**src/rtl/sclk_pkg.sv**
```systemverilog
/*
 clock source select package: oscillator modes, states, timing constants.
 assumes one 10 MHz mclk domain; all oscillators are modelled as enable pulses.
*/
package sclk_pkg;
  typedef enum logic [2:0] {
    SCLK_MODE_LP = 3'h0,
    SCLK_MODE_XT = 3'h1,
    SCLK_MODE_HS = 3'h2,
    SCLK_MODE_EC = 3'h3,
    SCLK_MODE_INTIO = 3'h4,
    SCLK_MODE_INTCK = 3'h5,
    SCLK_MODE_RESISTOR_CAPACITOR_IO_MODE = 3'h6,
    SCLK_MODE_RCCK = 3'h7
  } sclk_mode_t;

  typedef enum logic [1:0] {
    SCLK_ST_INT = 2'h0,
    SCLK_ST_OST = 2'h1,
    SCLK_ST_WAIT = 2'h2,
    SCLK_ST_EXT = 2'h3
  } sclk_state_t;

  localparam int MCLK_HZ = 10000000;
  localparam int HF_HZ = 8000000;
  localparam int LF_HZ = 31000;
  // hf period in mclk cycles, rounded down (shortest time), at least one
  localparam int HF_DIV_CALC = MCLK_HZ / HF_HZ;
  localparam int HF_DIV = (HF_DIV_CALC < 1) ? 1 : HF_DIV_CALC;
  localparam int LF_DIV_CALC = MCLK_HZ / LF_HZ;
  localparam int LF_DIV = (LF_DIV_CALC < 1) ? 1 : LF_DIV_CALC;
  localparam int OST_COUNT = 1024;
  localparam int HF_STABLE_CYCLES = 16;
  localparam logic [2:0] FREQ_SEL_LF = 3'h0;
  localparam logic [5:0] TUNE_RESET = 6'h00;
  localparam logic SEL_RESET = 1'b0;
endpackage

```
**src/rtl/sclk_osc_if.sv**
```systemverilog
/*
 interface carrying internal oscillator ticks between the top and the oscillator model.
 assumes both ends run on mclk.
*/
`timescale 1ns/10ps
interface sclk_osc_if;
  logic hf_en;
  logic [5:0] tune;
  logic hf_tick;
  logic lf_tick;
  logic hf_stable;
  modport ctrl (output hf_en, output tune, input hf_tick, input lf_tick, input hf_stable);
  modport osc (input hf_en, input tune, output hf_tick, output lf_tick, output hf_stable);
endinterface

```
**src/rtl/sclk_int_osc.sv**
```systemverilog
/*
 internal oscillators: tunable hf tick and free lf tick from mclk dividers.
 assumes mclk is the only clock; ticks are one-cycle enables.
*/
`timescale 1ns/10ps
module sclk_int_osc (
  input wire logic mclk,
  input wire logic nrst,
  sclk_osc_if.osc o
);
  logic [7:0] hf_cnt_q;
  logic [11:0] lf_cnt_q;
  logic [4:0] stab_q;
  logic [7:0] hf_top;

  // tuning stretches the hf period; two's complement offset, clamp at one cycle
  always_comb begin
    hf_top = 8'(sclk_pkg::HF_DIV - 1) + {{2{o.tune[5]}}, o.tune};
    if (o.tune[5] && (8'(sclk_pkg::HF_DIV - 1) < 8'(-$signed(o.tune)))) begin
      hf_top = 8'h00;
    end
  end

  always_ff @(posedge mclk or negedge nrst) begin
    if (!nrst) begin
      hf_cnt_q <= 8'h00;
    end else if (!o.hf_en || hf_cnt_q >= hf_top) begin
      hf_cnt_q <= 8'h00;
    end else begin
      hf_cnt_q <= hf_cnt_q + 8'h01;
    end
  end
  assign o.hf_tick = o.hf_en && (hf_cnt_q >= hf_top);

  always_ff @(posedge mclk or negedge nrst) begin
    if (!nrst) begin
      lf_cnt_q <= 12'h000;
    end else if (lf_cnt_q == 12'(sclk_pkg::LF_DIV - 1)) begin
      lf_cnt_q <= 12'h000;
    end else begin
      lf_cnt_q <= lf_cnt_q + 12'h001;
    end
  end
  assign o.lf_tick = (lf_cnt_q == 12'(sclk_pkg::LF_DIV - 1));

  // stable after a fixed number of hf periods; drops when hf is stopped
  always_ff @(posedge mclk or negedge nrst) begin
    if (!nrst) begin
      stab_q <= 5'h00;
    end else if (!o.hf_en) begin
      stab_q <= 5'h00;
    end else if (o.hf_tick && stab_q != 5'(sclk_pkg::HF_STABLE_CYCLES)) begin
      stab_q <= stab_q + 5'h01;
    end
  end
  assign o.hf_stable = (stab_q == 5'(sclk_pkg::HF_STABLE_CYCLES));
endmodule // sclk_int_osc

```
**src/rtl/sclk_source_select.sv**
```systemverilog
/*
 system clock source select: modes, postscaler, select bit, start-up timer,
 glitch-free switch, clock output pin divide by 4.
 assumes ext_osc_pin is an asynchronous pin sampled on mclk; the system clock
 is delivered as a one-cycle enable pulse sys_clk_en on mclk.
*/
`timescale 1ns/10ps
module sclk_source_select (
  input wire logic mclk,
  input wire logic nrst,
  input wire logic [2:0] osc_mode,
  input wire logic two_speed_startup_enable,
  input wire logic system_clock_select_wr,
  input wire logic system_clock_select_in,
  input wire logic [2:0] internal_freq_select,
  input wire logic [5:0] hf_osc_tuning,
  input wire logic ext_osc_pin,
  output logic system_clock_select,
  output logic hf_osc_stable_flag,
  output logic ext_osc_ready_flag,
  output logic sys_clk_en,
  output logic clock_output_pin_out,
  output logic clock_output_pin_oe,
  output logic clock_input_pin_gpio,
  output logic clock_output_pin_gpio
);
  sclk_osc_if osc_bus ();
  sclk_int_osc u_osc (
    .mclk(mclk),
    .nrst(nrst),
    .o(osc_bus)
  );

  sclk_pkg::sclk_mode_t mode;
  sclk_pkg::sclk_state_t state_q;
  logic sel_q;
  logic ext_s1_q, ext_s2_q, ext_s3_q;
  logic ext_rise;
  logic [6:0] post_q;
  logic int_tick;
  logic [10:0] ost_q;
  logic crystal;
  logic ext_src, use_ext_q;
  logic div4_q;
  logic clkout_q;

  assign mode = sclk_pkg::sclk_mode_t'(osc_mode);
  // only crystal modes need the start-up timer; rc and ec run at once
  assign crystal = (mode == sclk_pkg::SCLK_MODE_LP) || (mode == sclk_pkg::SCLK_MODE_XT) ||
                   (mode == sclk_pkg::SCLK_MODE_HS);

  // two flops before the edge detector; ext_s1_q feeds only ext_s2_q
  always_ff @(posedge mclk or negedge nrst) begin
    if (!nrst) begin
      ext_s1_q <= 1'b0;
      ext_s2_q <= 1'b0;
      ext_s3_q <= 1'b0;
    end else begin
      ext_s1_q <= ext_osc_pin;
      ext_s2_q <= ext_s1_q;
      ext_s3_q <= ext_s2_q;
    end
  end
  assign ext_rise = ext_s2_q && !ext_s3_q;

  always_ff @(posedge mclk or negedge nrst) begin
    if (!nrst) begin
      sel_q <= sclk_pkg::SEL_RESET;
    end else if (system_clock_select_wr) begin
      sel_q <= system_clock_select_in;
    end
  end
  assign system_clock_select = sel_q;

  assign osc_bus.hf_en = (internal_freq_select != sclk_pkg::FREQ_SEL_LF) &&
                         (sel_q || two_speed_startup_enable ||
                          !(crystal || mode == sclk_pkg::SCLK_MODE_EC ||
                            mode == sclk_pkg::SCLK_MODE_RESISTOR_CAPACITOR_IO_MODE ||
                            mode == sclk_pkg::SCLK_MODE_RCCK));
  assign osc_bus.tune = hf_osc_tuning;
  assign hf_osc_stable_flag = osc_bus.hf_stable;

  // postscaler: free-running counter of hf ticks, bit k toggles at (10 MHz/HF_DIV)/2^(k+1)
  always_ff @(posedge mclk or negedge nrst) begin
    if (!nrst) begin
      post_q <= 7'h00;
    end else if (osc_bus.hf_tick) begin
      post_q <= post_q + 7'h01;
    end
  end

  function automatic logic post_tick(input logic [2:0] fsel, input logic [6:0] cnt,
                                     input logic tick);
    logic [6:0] mask;
    mask = 7'h00;
    if (fsel != 3'h7) begin
      mask = 7'((7'h01 << (3'h7 - fsel)) - 7'h01);
    end
    post_tick = tick && ((cnt & mask) == mask);
  endfunction

  always_comb begin
    if (internal_freq_select == sclk_pkg::FREQ_SEL_LF) begin
      int_tick = osc_bus.lf_tick;
    end else begin
      int_tick = post_tick(internal_freq_select, post_q, osc_bus.hf_tick);
    end
  end

  // start-up timer: count external edges in crystal modes, then with two-speed start-up wait an internal tick
  always_ff @(posedge mclk or negedge nrst) begin
    if (!nrst) begin
      state_q <= sclk_pkg::SCLK_ST_INT;
      ost_q <= 11'h000;
    end else begin
      case (state_q)
        sclk_pkg::SCLK_ST_INT: begin
          ost_q <= 11'h000;
          if (crystal) begin
            state_q <= sclk_pkg::SCLK_ST_OST;
          end
        end
        sclk_pkg::SCLK_ST_OST: begin
          if (!crystal) begin
            state_q <= sclk_pkg::SCLK_ST_INT;
          end else if (ext_rise) begin
            ost_q <= ost_q + 11'h001;
            if (ost_q == 11'(sclk_pkg::OST_COUNT - 1)) begin
              state_q <= sclk_pkg::SCLK_ST_WAIT;
            end
          end
        end
        sclk_pkg::SCLK_ST_WAIT: begin
          if (int_tick || !two_speed_startup_enable) begin
            state_q <= sclk_pkg::SCLK_ST_EXT;
          end
        end
        sclk_pkg::SCLK_ST_EXT: begin
          if (!crystal) begin
            state_q <= sclk_pkg::SCLK_ST_INT;
          end
        end
        default: begin
          state_q <= sclk_pkg::SCLK_ST_INT;
        end
      endcase
    end
  end
  // gated by mode so that leaving the crystal modes drops the flag in the same cycle
  assign ext_osc_ready_flag = (state_q == sclk_pkg::SCLK_ST_EXT) && crystal;

  // wanted source: external unless select bit set, internal modes, or crystal not yet ready
  always_comb begin
    ext_src = 1'b0;
    if (!sel_q) begin
      case (mode)
        sclk_pkg::SCLK_MODE_EC, sclk_pkg::SCLK_MODE_RESISTOR_CAPACITOR_IO_MODE,
        sclk_pkg::SCLK_MODE_RCCK: ext_src = 1'b1;
        sclk_pkg::SCLK_MODE_LP, sclk_pkg::SCLK_MODE_XT,
        sclk_pkg::SCLK_MODE_HS: ext_src = ext_osc_ready_flag;
        default: ext_src = 1'b0;
      endcase
    end
  end

  // switch only on a tick of the new source, so no pulse is cut short
  always_ff @(posedge mclk or negedge nrst) begin
    if (!nrst) begin
      use_ext_q <= 1'b0;
    end else if (ext_src != use_ext_q) begin
      // sys_clk_en is gated off meanwhile; a slow new source gives a long low phase,
      // never a short one
      if ((ext_src && ext_rise) || (!ext_src && int_tick)) begin
        use_ext_q <= ext_src;
      end
    end
  end
  // the old source stops the moment the wanted source differs from the one in use
  assign sys_clk_en = (use_ext_q == ext_src) && (use_ext_q ? ext_rise : int_tick);

  // clock output: toggles every two system clocks, giving fosc/4
  always_ff @(posedge mclk or negedge nrst) begin
    if (!nrst) begin
      div4_q <= 1'b0;
      clkout_q <= 1'b0;
    end else if (sys_clk_en) begin
      div4_q <= ~div4_q;
      if (div4_q) begin
        clkout_q <= ~clkout_q;
      end
    end
  end

  assign clock_output_pin_out = clkout_q;
  assign clock_output_pin_oe = (mode == sclk_pkg::SCLK_MODE_RCCK) ||
                               (mode == sclk_pkg::SCLK_MODE_INTCK);
  assign clock_output_pin_gpio = (mode == sclk_pkg::SCLK_MODE_RESISTOR_CAPACITOR_IO_MODE) ||
                                 (mode == sclk_pkg::SCLK_MODE_INTIO);
  assign clock_input_pin_gpio = (mode == sclk_pkg::SCLK_MODE_INTIO) ||
                                (mode == sclk_pkg::SCLK_MODE_INTCK);
endmodule // sclk_source_select
```
**config.mk**
```make
export PLATFORM = sky130hd
export DESIGN_NAME = sclk_source_select
export DESIGN_NICKNAME = d
export VERILOG_FILES = /design/src/rtl/sclk_pkg.sv /design/src/rtl/sclk_osc_if.sv /design/src/rtl/sclk_int_osc.sv /design/src/rtl/sclk_source_select.sv
export SDC_FILE = /design/constraint.sdc
export NUM_CORES = 1
export LEC_CHECK = 0
export BUFFER_PORTS_ARGS = -buffer_cell sky130_fd_sc_hd__buf_2
export CORE_MARGIN = 5
export CORE_UTILIZATION = 35
export DETAILED_ROUTE_END_ITERATION = 12
export GPL_TIMING_DRIVEN = 0
export PLACE_DENSITY = 0.56
export SETUP_SLACK_MARGIN = 0.15
export SYNTH_ARGS = -nofsm -noshare
export SYNTH_HDL_FRONTEND = slang
export SYNTH_SLANG_ARGS = --single-unit
```
**constraint.sdc**
```tcl
create_clock -name mclk -period 2.2 [get_ports mclk]
set_input_delay 0 -clock mclk [delete_from_list [all_inputs] [get_ports mclk]]
set_output_delay 0 -clock mclk [all_outputs]
set_load 0.01 [all_outputs]
```
==> results of run 1 <==
stage by stage:
stage | setup slack (ps) | power (µW) | utilization, %
floorplan | 234 | 1340 | -
global placement | 79.9 | 1450 | 38.8
detailed placement | 73.1 | 1460 | 38.8
CTS | 45.3 | 2290 | 42.8
global route | -36.3 | 2420 | 43.9
finish | 74.8 | 2280 | 43.9
registers in the layout (all words and copies together) (netlist names), 5 cells and up, named ones only:
signal          count
u_osc.lf_cnt_q     12
ost_q              11
u_osc.hf_cnt_q      8
post_q              6
u_osc.stab_q        5
synth_stat cells (all sizes together), types with 2 or more instances:
cell type,number
nand3,11
o31a,2
nand4,11
nand3b,2
nor2,33
inv,8
xnor2,19
o21ai,12
a22o,4
or3,2
nand2,22
nor2b,2
a21oi,14
or2,2
nand2b,6
and3,10
clkbuf,2
ha,15
nor3,4
o31ai,3
and2,3
dfrtp,51
xor2,15
a21o,2
critical path: stages, from the launching register on:
cell	delay, ps
dfrtp_1	350
inv_1	40
ha_1	260
nand2b_4	140
a2111o_1	410
nand3_2	130
a2111oi_4	90
or2_4	270
buf_6	120
area by class of cell:
cell class	count	area, µm²	share of cell area (%)
inverters	8	30.0	0.895
plain buffers	2	7.51	0.224
clock inverters	3	67.6	2.01
repair buffers	43	280	8.35
clock buffers	5	68.8	2.05
well taps	102	128	3.80
flip-flops and latches	51	1280	38.0
multi-input cells	208	1500	44.7
power groups by stage:
stage / Combinational, µW / Sequential [µW] / Clock (µW)
2_1_floorplan: 222 / 1120 / 0
3_3_place_gp: 319 / 1130 / 0
3_5_place_dp: 325 / 1130 / 0
4_1_cts: 372 / 1110 / 802
5_1_grt: 449 / 1130 / 844
6_report: 394 / 1120 / 771
metal layers:
metal | up-vias | part of all wire (%)
met5 | - | 0
met1 | 964 | 49
li1 | 1030 | -
met2 | 27 | 46
met4 | 0 | 1.4
met3 | 6 | 3.1
cell families (layout without fill, tap and decap cells):
| family | after synthesis | after routing |
|---|---|---|
| muxes | 1 | 1 |
| buffers and inverters | 10 | 61 |
| DFF | 51 | 51 |
| adders and majority gates | 15 | 15 |
| and+or+nand+nor | 112 | 112 |
| AOI/OAI and AO/OA | 43 | 43 |
| xor gates and xnor gates | 34 | 34 |
| other | 1 | 3 |
worst max path at each step:
stage | from | end
global placement | u_osc.hf_cnt_q[0] | state_q[0]
floorplan | u_osc.hf_cnt_q[0] | state_q[0]
finish | u_osc.hf_cnt_q[0] | sys_clk_en
CTS | u_osc.hf_cnt_q[5] | sys_clk_en
detailed placement | u_osc.hf_cnt_q[0] | state_q[0]
global route | u_osc.hf_cnt_q[0] | sys_clk_en
repair_timing:
| item | 4_1_cts | 5_1_grt |
|---|---|---|
| setup endpoints to repair | 4 | 6 |
| gates resized for setup | 7 | 11 |
| hold endpoints to repair | 53 | 0 |
| hold buffers | 4 | 0 |
| pin swaps | 10 | 12 |
| setup buffers | 11 | 3 |
==> impl_metrics.tcl, run 1 <==
set metrics [dict create \
    cts.sinks 51 \
    rows 32 \
    synth_top_area_share_pct 47.1 \
    gr-total-overflow 0 \
    finalSetupViolations 0 \
    htreeDepth 2 \
    nNetsFinal 352 \
    p_per_area_nw_per_um2 680 \
    area_growth_pct 24.0 \
    initial_core_util_pct 35.4 \
    slew-limit-headroom_pct 24.9 \
    grt_max_degree 52 \
    grt_pass1_vias 2042 \
    cts_inserted_buffers 5 \
    drc 0 \
    finalHoldViolCount 0 \
    status "finished clean" \
    wl_per_cell_um 12.6 \
    synthXorXnorAreaFrac_pct 11.3 \
    final_cells 422 \
    p_leak_uw 0.00151 \
    syn_inst 267 \
    synth-seq-cells 51 \
    finalSetupTns_ps 0 \
    syn_area_per_cell_um2 10.1 \
    cp-start-kind "flop" \
    hp-class "input port to flop" \
    synth_cell_types 47 \
    dp_hpwl_mm 3.66 \
    min_from "two_speed_startup_enable" \
    gp_congestion 0.785 \
    avgViaCountPerCell 4.80 \
    portBuffers 25 \
    cts_root_buf "clkbuf_8" \
    layout_common_cells "51 x dfrtp_1, 33 x nor2_1, 24 x buf_2" \
    drive_gt1_share_pct 22.5 \
    r2r_start "u_osc.hf_cnt_q[0]" \
    r2r-end "div4_q" \
    grt_util_met3_pct 2.71 \
    max-cap-violations 0 \
    tightest_slew_ps 1130 \
    synth-simple-area-share_pct 21.5 \
    coreArea_um2 7650 \
    whs_path_depth 3 \
    clock_latency_ps 310 \
    final_common_cell "dfrtp_1" \
    crit_type "flop to primary output" \
    synth_mux_area_share_pct 0.416 \
    final_max_slew_viol_count 0 \
    antenna_cells 0 \
    synth-async-reset-ratio_pct 100 \
    critPathCaptureType "primary output" \
    ff2ff_setup_slack_ps 130 \
    grt_setup_unrepaired "yes" \
    via_count 2027 \
    critPathMaxFanout 3 \
    detail-route-antenna-nets 0 \
    pin_count 26 \
    yosys_warnings 0 \
    grt_usage_pct 11.8 \
    dp_cells 396 \
    holdPathEnd "state_q[0]" \
    num-fill-cells 728 \
    routed_wl_mm 5.32 \
    p_seq_share_pct 49.0 \
    power.internal_uw 1670 \
    synth_ff_type "dfrtp_1" \
    period_needed_ps 2130 \
    met2_usage_pct 19.3 \
    p_clk_share_pct 33.8 \
    synth_top_family_by_area "simple AND/OR/NAND/NOR gates" \
    clk_pin_slew_ps 100 \
    peakVddDrop_uv 513 \
    yosys.area.top_type "dfrtp_1" \
    die_w_um 98.0 \
    grt_busiest_layer "met2" \
    first_pass_iters 4 \
    crit_arrival_ps 2130 \
    synthTopCellsByArea "dfrtp_1 47%, ha_1 6.9%, xnor2_1 6.1%" \
    grt_use_met1_pct 15.6 \
    syn_area_um2 2710 \
    grt_pass1_wl_mm 9.32 \
    synth-edff-count 0 \
    holdWs_ps 11.5 \
    antenna_found_initial 0 \
    power_frac_comb_pct 17.3 \
    synth_compound_area_share_pct 11.2 \
    synth_fa_ha_area_share_pct 6.93 \
    skew_ps 8.23 \
    synth_seq_area_share_pct 47.1 \
    period_share_pct 96.6 \
    post_dp_cell_area_um2 2970 \
    p_sw_share_pct 26.8 \
    fmax_mhz 471 \
    stdcell_area_um2 3360 \
    cts_tree "built" \
    ff2ff_path_depth 9 \
    drt_iter0_drc 105 \
    dieArea_um2 9600 \
    required_ps 2200 \
    dieHeight_um 98.0 \
    power.switching_uw 611 \
    cts.path.max_buffers 2 \
]
Note: power is estimated with default switching activity, not from simulation.
==> run 2: changes to the inputs <==
--- a/config.mk
+++ b/config.mk
@@ -14,4 +14,5 @@
 export SETUP_SLACK_MARGIN = 0.15
 export SYNTH_ARGS = -nofsm -noshare
 export SYNTH_HDL_FRONTEND = slang
+export SYNTH_HIERARCHICAL = 1
 export SYNTH_SLANG_ARGS = --single-unit
==> run 2 against run 1 <==
  * Wire length increased by 7.9%
  * Worst hold slack improved by 68 ps
  * Die area increased by 5.5%
  * Largest cell class unchanged
  * Critical path depth decreased by 1
  * Synthesized cell count increased by 8.6%
  * Maximum frequency decreased by 23%
  * Clock-buffer cell count increased by 1
  * Sequential power increased by 7%
  * Synthesized area increased by 6.2%
  * The run now ends with negative setup slack left
  * Global-route usage decreased by 0.10 points
==> impl_metrics.tcl, run 2 <==
set metrics [dict create \
    status "finished with violations" \
    violations "negative setup slack" \
    num-fill-cells 799 \
    grt_util_met3_pct 2.63 \
    fmax_mhz 363 \
    cts.path.max_buffers 2 \
    met2_usage_pct 19.4 \
    cts_inserted_buffers 5 \
    synth_ff_type "dfrtp_1" \
    gp_congestion 0.781 \
    peakVddDrop_uv 233 \
    cts_root_buf "clkbuf_8" \
    die_w_um 101 \
    p_leak_uw 0.00173 \
    hp-class "input port to flop" \
    tightest_slew_ps 1150 \
    syn_inst 290 \
    synthXorXnorAreaFrac_pct 8.22 \
    stdcell_area_um2 3630 \
    critPathMaxFanout 3 \
    dp_cells 422 \
    p_sw_share_pct 32.6 \
    antenna_found_initial 0 \
    avgViaCountPerCell 4.95 \
    synth_seq_area_share_pct 44.4 \
    portBuffers 25 \
    yosysMostFrequentCell "dfrtp_1" \
    synth_mux_area_share_pct 3.00 \
    syn_area_per_cell_um2 9.91 \
    nNetsFinal 387 \
    p_clk_share_pct 21.5 \
    drc 0 \
    synth-edff-count 0 \
    layout_common_cells "51 x dfrtp_1, 31 x nor2_1, 25 x buf_2" \
    synthTopCellsByArea "dfrtp_1 44%, ha_1 6.5%, xnor2_1 4.6%" \
    routed_wl_mm 5.74 \
    synth_top_area_share_pct 44.4 \
    grt_pass1_vias 2193 \
    via_count 2270 \
    first_pass_iters 4 \
    period_needed_ps 2760 \
    finalSetupTns_ps -1960 \
    crit_arrival_ps 2990 \
    dieArea_um2 10100 \
    fin_util_pct 44.8 \
    yosys.area.top_type "dfrtp_1" \
    rows 33 \
    grt_setup_unrepaired "yes" \
    dp_hpwl_mm 4.02 \
    final_common_cell "dfrtp_1" \
    post_dp_cell_area_um2 3150 \
    clk_pin_slew_ps 90 \
    dieHeight_um 101 \
    initial_core_util_pct 35.5 \
    synth_top_family_by_area "simple AND/OR/NAND/NOR gates" \
    synth_cell_types 50 \
    wl_per_cell_um 12.5 \
    skew_ps 11.5 \
    power_frac_comb_pct 37.1 \
    yosys_warnings 6 \
    gr-total-overflow 0 \
    syn_area_um2 2880 \
    pin_count 26 \
    max-cap-violations 0 \
    synth-async-reset-ratio_pct 100 \
    drive_gt1_share_pct 24.9 \
    synth_compound_area_share_pct 12.3 \
    final_cells 459 \
    synth-seq-cells 51 \
    drt_iter0_drc 74 \
    htreeDepth 2 \
    period_share_pct 125 \
    power.internal_uw 1950 \
    finalHoldViolCount 0 \
    grt_pass1_wl_mm 9.69 \
    detail-route-antenna-nets 0 \
    finalSetupViolations 5 \
    finalWorstSetupSlack_ps -555 \
    area_growth_pct 26.2 \
    grt_max_degree 52 \
    coreArea_um2 8090 \
    p_per_area_nw_per_um2 796 \
    cts_tree "built" \
    final_max_slew_viol_count 0 \
    synth_common_cells "51 x dfrtp_1, 31 x nor2_1, 19 x nand2_1, 19 x nand3_1" \
    synth-simple-area-share_pct 23.5 \
    slew-limit-headroom_pct 23.1 \
    power.switching_uw 942 \
    clock_latency_ps 290 \
    required_ps 2440 \
    cp-start-kind "flop" \
    critPathCaptureType "flop" \
    grt_usage_pct 11.7 \
    cts.sinks 51 \
    synth_fa_ha_area_share_pct 6.53 \
    power_uw 2890 \
    crit_type "flop to flop" \
    largestRegisters "u_osc/lf_cnt_q (12), ost_q (11), u_osc/hf_cnt_q (8)" \
    largest_reg_flops 12 \
    antenna_cells 0 \
    grt_use_met1_pct 15.1 \
    largest-register "u_osc/lf_cnt_q" \
    p_seq_share_pct 41.4 \
    grt_busiest_layer "met2" \
]
## run 2: critical path: stages, from the launching register on
cell	delay [ps]
dfrtp_1	390
or4_4	540
nor3_4	170
or3b_1	360
o311a_1	140
or4_4	510
or4_1	510
nand3_1	80
## run 2: cell families (layout without fill, tap and decap cells)
kind of cell               count (synthesis)  in the layout
DFF                                       51             51
xor gates and xnor gates                  27             27
AOI/OAI and AO/OA                         50             50
adders and majority gates                 15             15
muxes                                      8              8
other                                      1              3
and+or+nand+nor                          123            123
buffers and inverters                     15             77
## run 2: final cells by class
type | instances | area [µm²] | share of cell area (%)
inverter | 9 | 33.8 | 0.931
clock inverter | 1 | 30.0 | 0.828
tap | 105 | 131 | 3.62
timing repair buffer | 55 | 375 | 10.3
buffer | 6 | 38.8 | 1.07
multi-input combinational | 226 | 1670 | 46.0
clock buffer | 6 | 72.6 | 2.00
sequential | 51 | 1280 | 35.2
## run 2: final timing paths
path	slack, ps	cells after the start	end	startpoint
worst max-delay path	-560	7	clock_output_pin_out	u_osc/lf_cnt_q[4]
max in group asynchronous	1020	2	u_osc/lf_cnt_q[11]	nrst
worst min-delay path	80	4	state_q[0]	two_speed_startup_enable
min in group asynchronous	470	2	system_clock_select	nrst
worst max register to register	-560	7	clock_output_pin_out	u_osc/lf_cnt_q[4]
worst min register to register	360	0	ext_s2_q	ext_s1_q
## run 2: repair_timing
item,4_1_cts,5_1_grt
setup buffers,14,12
hold buffers,4,0
pin swaps,13,13
endpoints found under the hold margin,49,0
setup endpoints to repair,12,11
gates cloned,0,0
gates resized for setup,15,19
## run 2: power by group through the flow
stage	clock, µW	combinational, µW	sequential (µW)
floorplan	0	512	1190
global placement	0	670	1220
detailed placement	0	689	1220
CTS	665	918	1190
global route	699	1190	1220
finish	622	1070	1200
## run 2: metal layers
metal,wire length [µm],vias to the layer above,share of wire [%]
li1,-,1160,-
met1,2820,1082,49
met2,2650,21,46
met3,189,7,3.3
met4,78,0,1.4
met5,0,-,0
## run 2: per-stage QoR
step	hold WS [ps]	worst slack [ps]
floorplan	-296	-447
global placement	116	-671
detailed placement	109	-717
CTS	54.5	-631
global route	84.1	-633
finish	79.6	-555
==> run 3: changes to the inputs <==
--- a/config.mk
+++ b/config.mk
@@ -6,12 +6,12 @@
 export NUM_CORES = 1
 export LEC_CHECK = 0
 export BUFFER_PORTS_ARGS = -buffer_cell sky130_fd_sc_hd__buf_2
-export CORE_MARGIN = 5
 export CORE_UTILIZATION = 35
 export DETAILED_ROUTE_END_ITERATION = 12
 export GPL_TIMING_DRIVEN = 0
 export PLACE_DENSITY = 0.56
 export SETUP_SLACK_MARGIN = 0.15
+export SLEW_MARGIN = 20
 export SYNTH_ARGS = -nofsm -noshare
 export SYNTH_HDL_FRONTEND = slang
 export SYNTH_HIERARCHICAL = 1
==> run 3 against run 2 <==
  * The run still ends with negative setup slack left
  * Cell area is 0.41% lower
  * Combinational power decreased by 5%
  * First-iteration DRC count rose by 2.7%
  * Sequential power hardly changed
  * Cell count is 1.5% lower
  * Largest power group unchanged
==> impl_metrics.tcl, run 3 (same netlist as run 2, synthesis figures left out) <==
set metrics [dict create \
    skew_ps 8.96 \
    r2r-end "clock_output_pin_out" \
    period_needed_ps 2700 \
    htreeDepth 2 \
    initial_core_util_pct 36.6 \
    finalHoldViolCount 0 \
    final_common_cell "dfrtp_1" \
    gr-total-overflow 0 \
    violations "negative setup slack" \
    critPathMaxFanout 4 \
    routed_wl_mm 5.83 \
    post_dp_cell_area_um2 3150 \
    first_pass_iters 4 \
    cts.path.max_buffers 2 \
    cts_tree "built" \
    drc 0 \
    gp_congestion 0.734 \
    peakVddDrop_uv 304 \
    antenna_cells 0 \
    max-cap-violations 0 \
    num-fill-cells 764 \
    pin_count 26 \
    grt_max_degree 52 \
    status "finished with violations" \
    rows 32 \
    wl_per_cell_um 12.9 \
    portBuffers 25 \
    fmax_mhz 370 \
    crit_arrival_ps 2940 \
    stdcell_area_um2 3610 \
    seq_area_um2 1280 \
    slew-limit-headroom_pct 57.4 \
    crit_path_start "u_osc/lf_cnt_q[4]" \
    largest_reg_flops 12 \
    via_count 2286 \
    required_ps 2440 \
    grt_usage_pct 14.4 \
    dieHeight_um 92.6 \
    tightest_slew_ps 639 \
    drive_gt1_share_pct 24.3 \
    grt_pass1_vias 2166 \
    ff2ff_path_depth 7 \
    antenna_found_initial 0 \
    nNetsFinal 382 \
    finalSetupViolations 5 \
    p_per_area_nw_per_um2 824 \
    grt_pass1_wl_mm 9.82 \
    final_max_slew_viol_count 0 \
    largest-register "u_osc/lf_cnt_q" \
    holdPathEnd "state_q[0]" \
    coreArea_um2 7850 \
    r2r_start "u_osc/lf_cnt_q[4]" \
    critPathCaptureType "flop" \
    cts_root_buf "clkbuf_8" \
    layout_common_cells "51 x dfrtp_1, 31 x nor2_1, 23 x buf_2" \
    clock_latency_ps 300 \
    crit_type "flop to flop" \
    avgViaCountPerCell 5.06 \
    whs_path_depth 4 \
    grt_setup_unrepaired "yes" \
    fin_util_pct 46.0 \
    p_leak_uw 0.00172 \
    cp-start-kind "flop" \
    clk_pin_slew_ps 90 \
    detail-route-antenna-nets 0 \
    drt_iter0_drc 76 \
    dp_hpwl_mm 3.92 \
    largestRegisters "u_osc/lf_cnt_q (12), ost_q (11), u_osc/hf_cnt_q (8)" \
    dieArea_um2 8580 \
    min_from "two_speed_startup_enable" \
    area_growth_pct 25.7 \
    hp-class "input port to flop" \
    finalWorstSetupSlack_ps -499 \
    period_share_pct 123 \
    cts_inserted_buffers 5 \
    cts.sinks 51 \
    die_w_um 92.6 \
    multi_input_area_um2 1660 \
    ff2ff_setup_slack_ps -500 \
]
[run 3: worst max-delay path by stage]
stage,end,slack (ps),cells after the start
floorplan,clock_output_pin_out,-450,7
global placement,clock_output_pin_out,-670,10
detailed placement,clock_output_pin_out,-710,10
CTS,sys_clk_en,-610,7
global route,sys_clk_en,-600,7
finish,clock_output_pin_out,-500,7
[run 3: where the power goes]
group          internal (µW)  leakage (µW)  switching, µW
clock                    455     0.0000654            303
combinational            501      0.000987            515
sequential              1060      0.000667            140
[run 3: final cells by class]
cell class | instances | share of cell area, %
tap | 102 | 3.53
timing repair buffer | 50 | 9.28
inverter | 9 | 0.935
buffer | 6 | 1.25
clock inverter | 2 | 1.66
multi-input combinational | 226 | 46.0
sequential | 51 | 35.3
clock buffer | 6 | 2.01
[run 3: what timing repair did]
| action | in CTS | in global routing |
|---|---|---|
| gates resized for setup | 21 | 10 |
| endpoints found under the hold margin | 53 | 0 |
| setup buffers | 16 | 5 |
| pin swaps | 14 | 12 |
| hold buffers | 4 | 0 |
| setup endpoints to repair | 12 | 10 |
[run 3: metrics by stage]
step	total power [µW]	instances	setup TNS, ps	hold WS (ps)	worst slack [ps]
4_1_cts	2890	447	-2130	56.6	-614
6_report	2980	452	-1640	62.7	-499
3_5_place_dp	1910	419	-3000	82.7	-709
3_3_place_gp	1900	419	-2860	115	-670
5_1_grt	3180	452	-2210	95.9	-604
2_1_floorplan	1710	292	-1280	-296	-447
[run 3: worst max-delay path, cell delays in order (launching register included)]
cell	delay (ps)
dfrtp_1	380
or4_4	550
nor3_4	170
or3b_1	370
o311a_1	130
or4_4	530
or4_4	440
nand3_2	80
[run 3: layer usage]
layer | up-vias | global-route usage (%) | share of wire [%]
met2 | 33 | 22.8 | 46
met4 | 0 | 3.85 | 0.65
met5 | - | 0 | 0
met1 | 1100 | 19.8 | 50
met3 | 2 | 3.04 | 3.1
li1 | 1151 | - | -
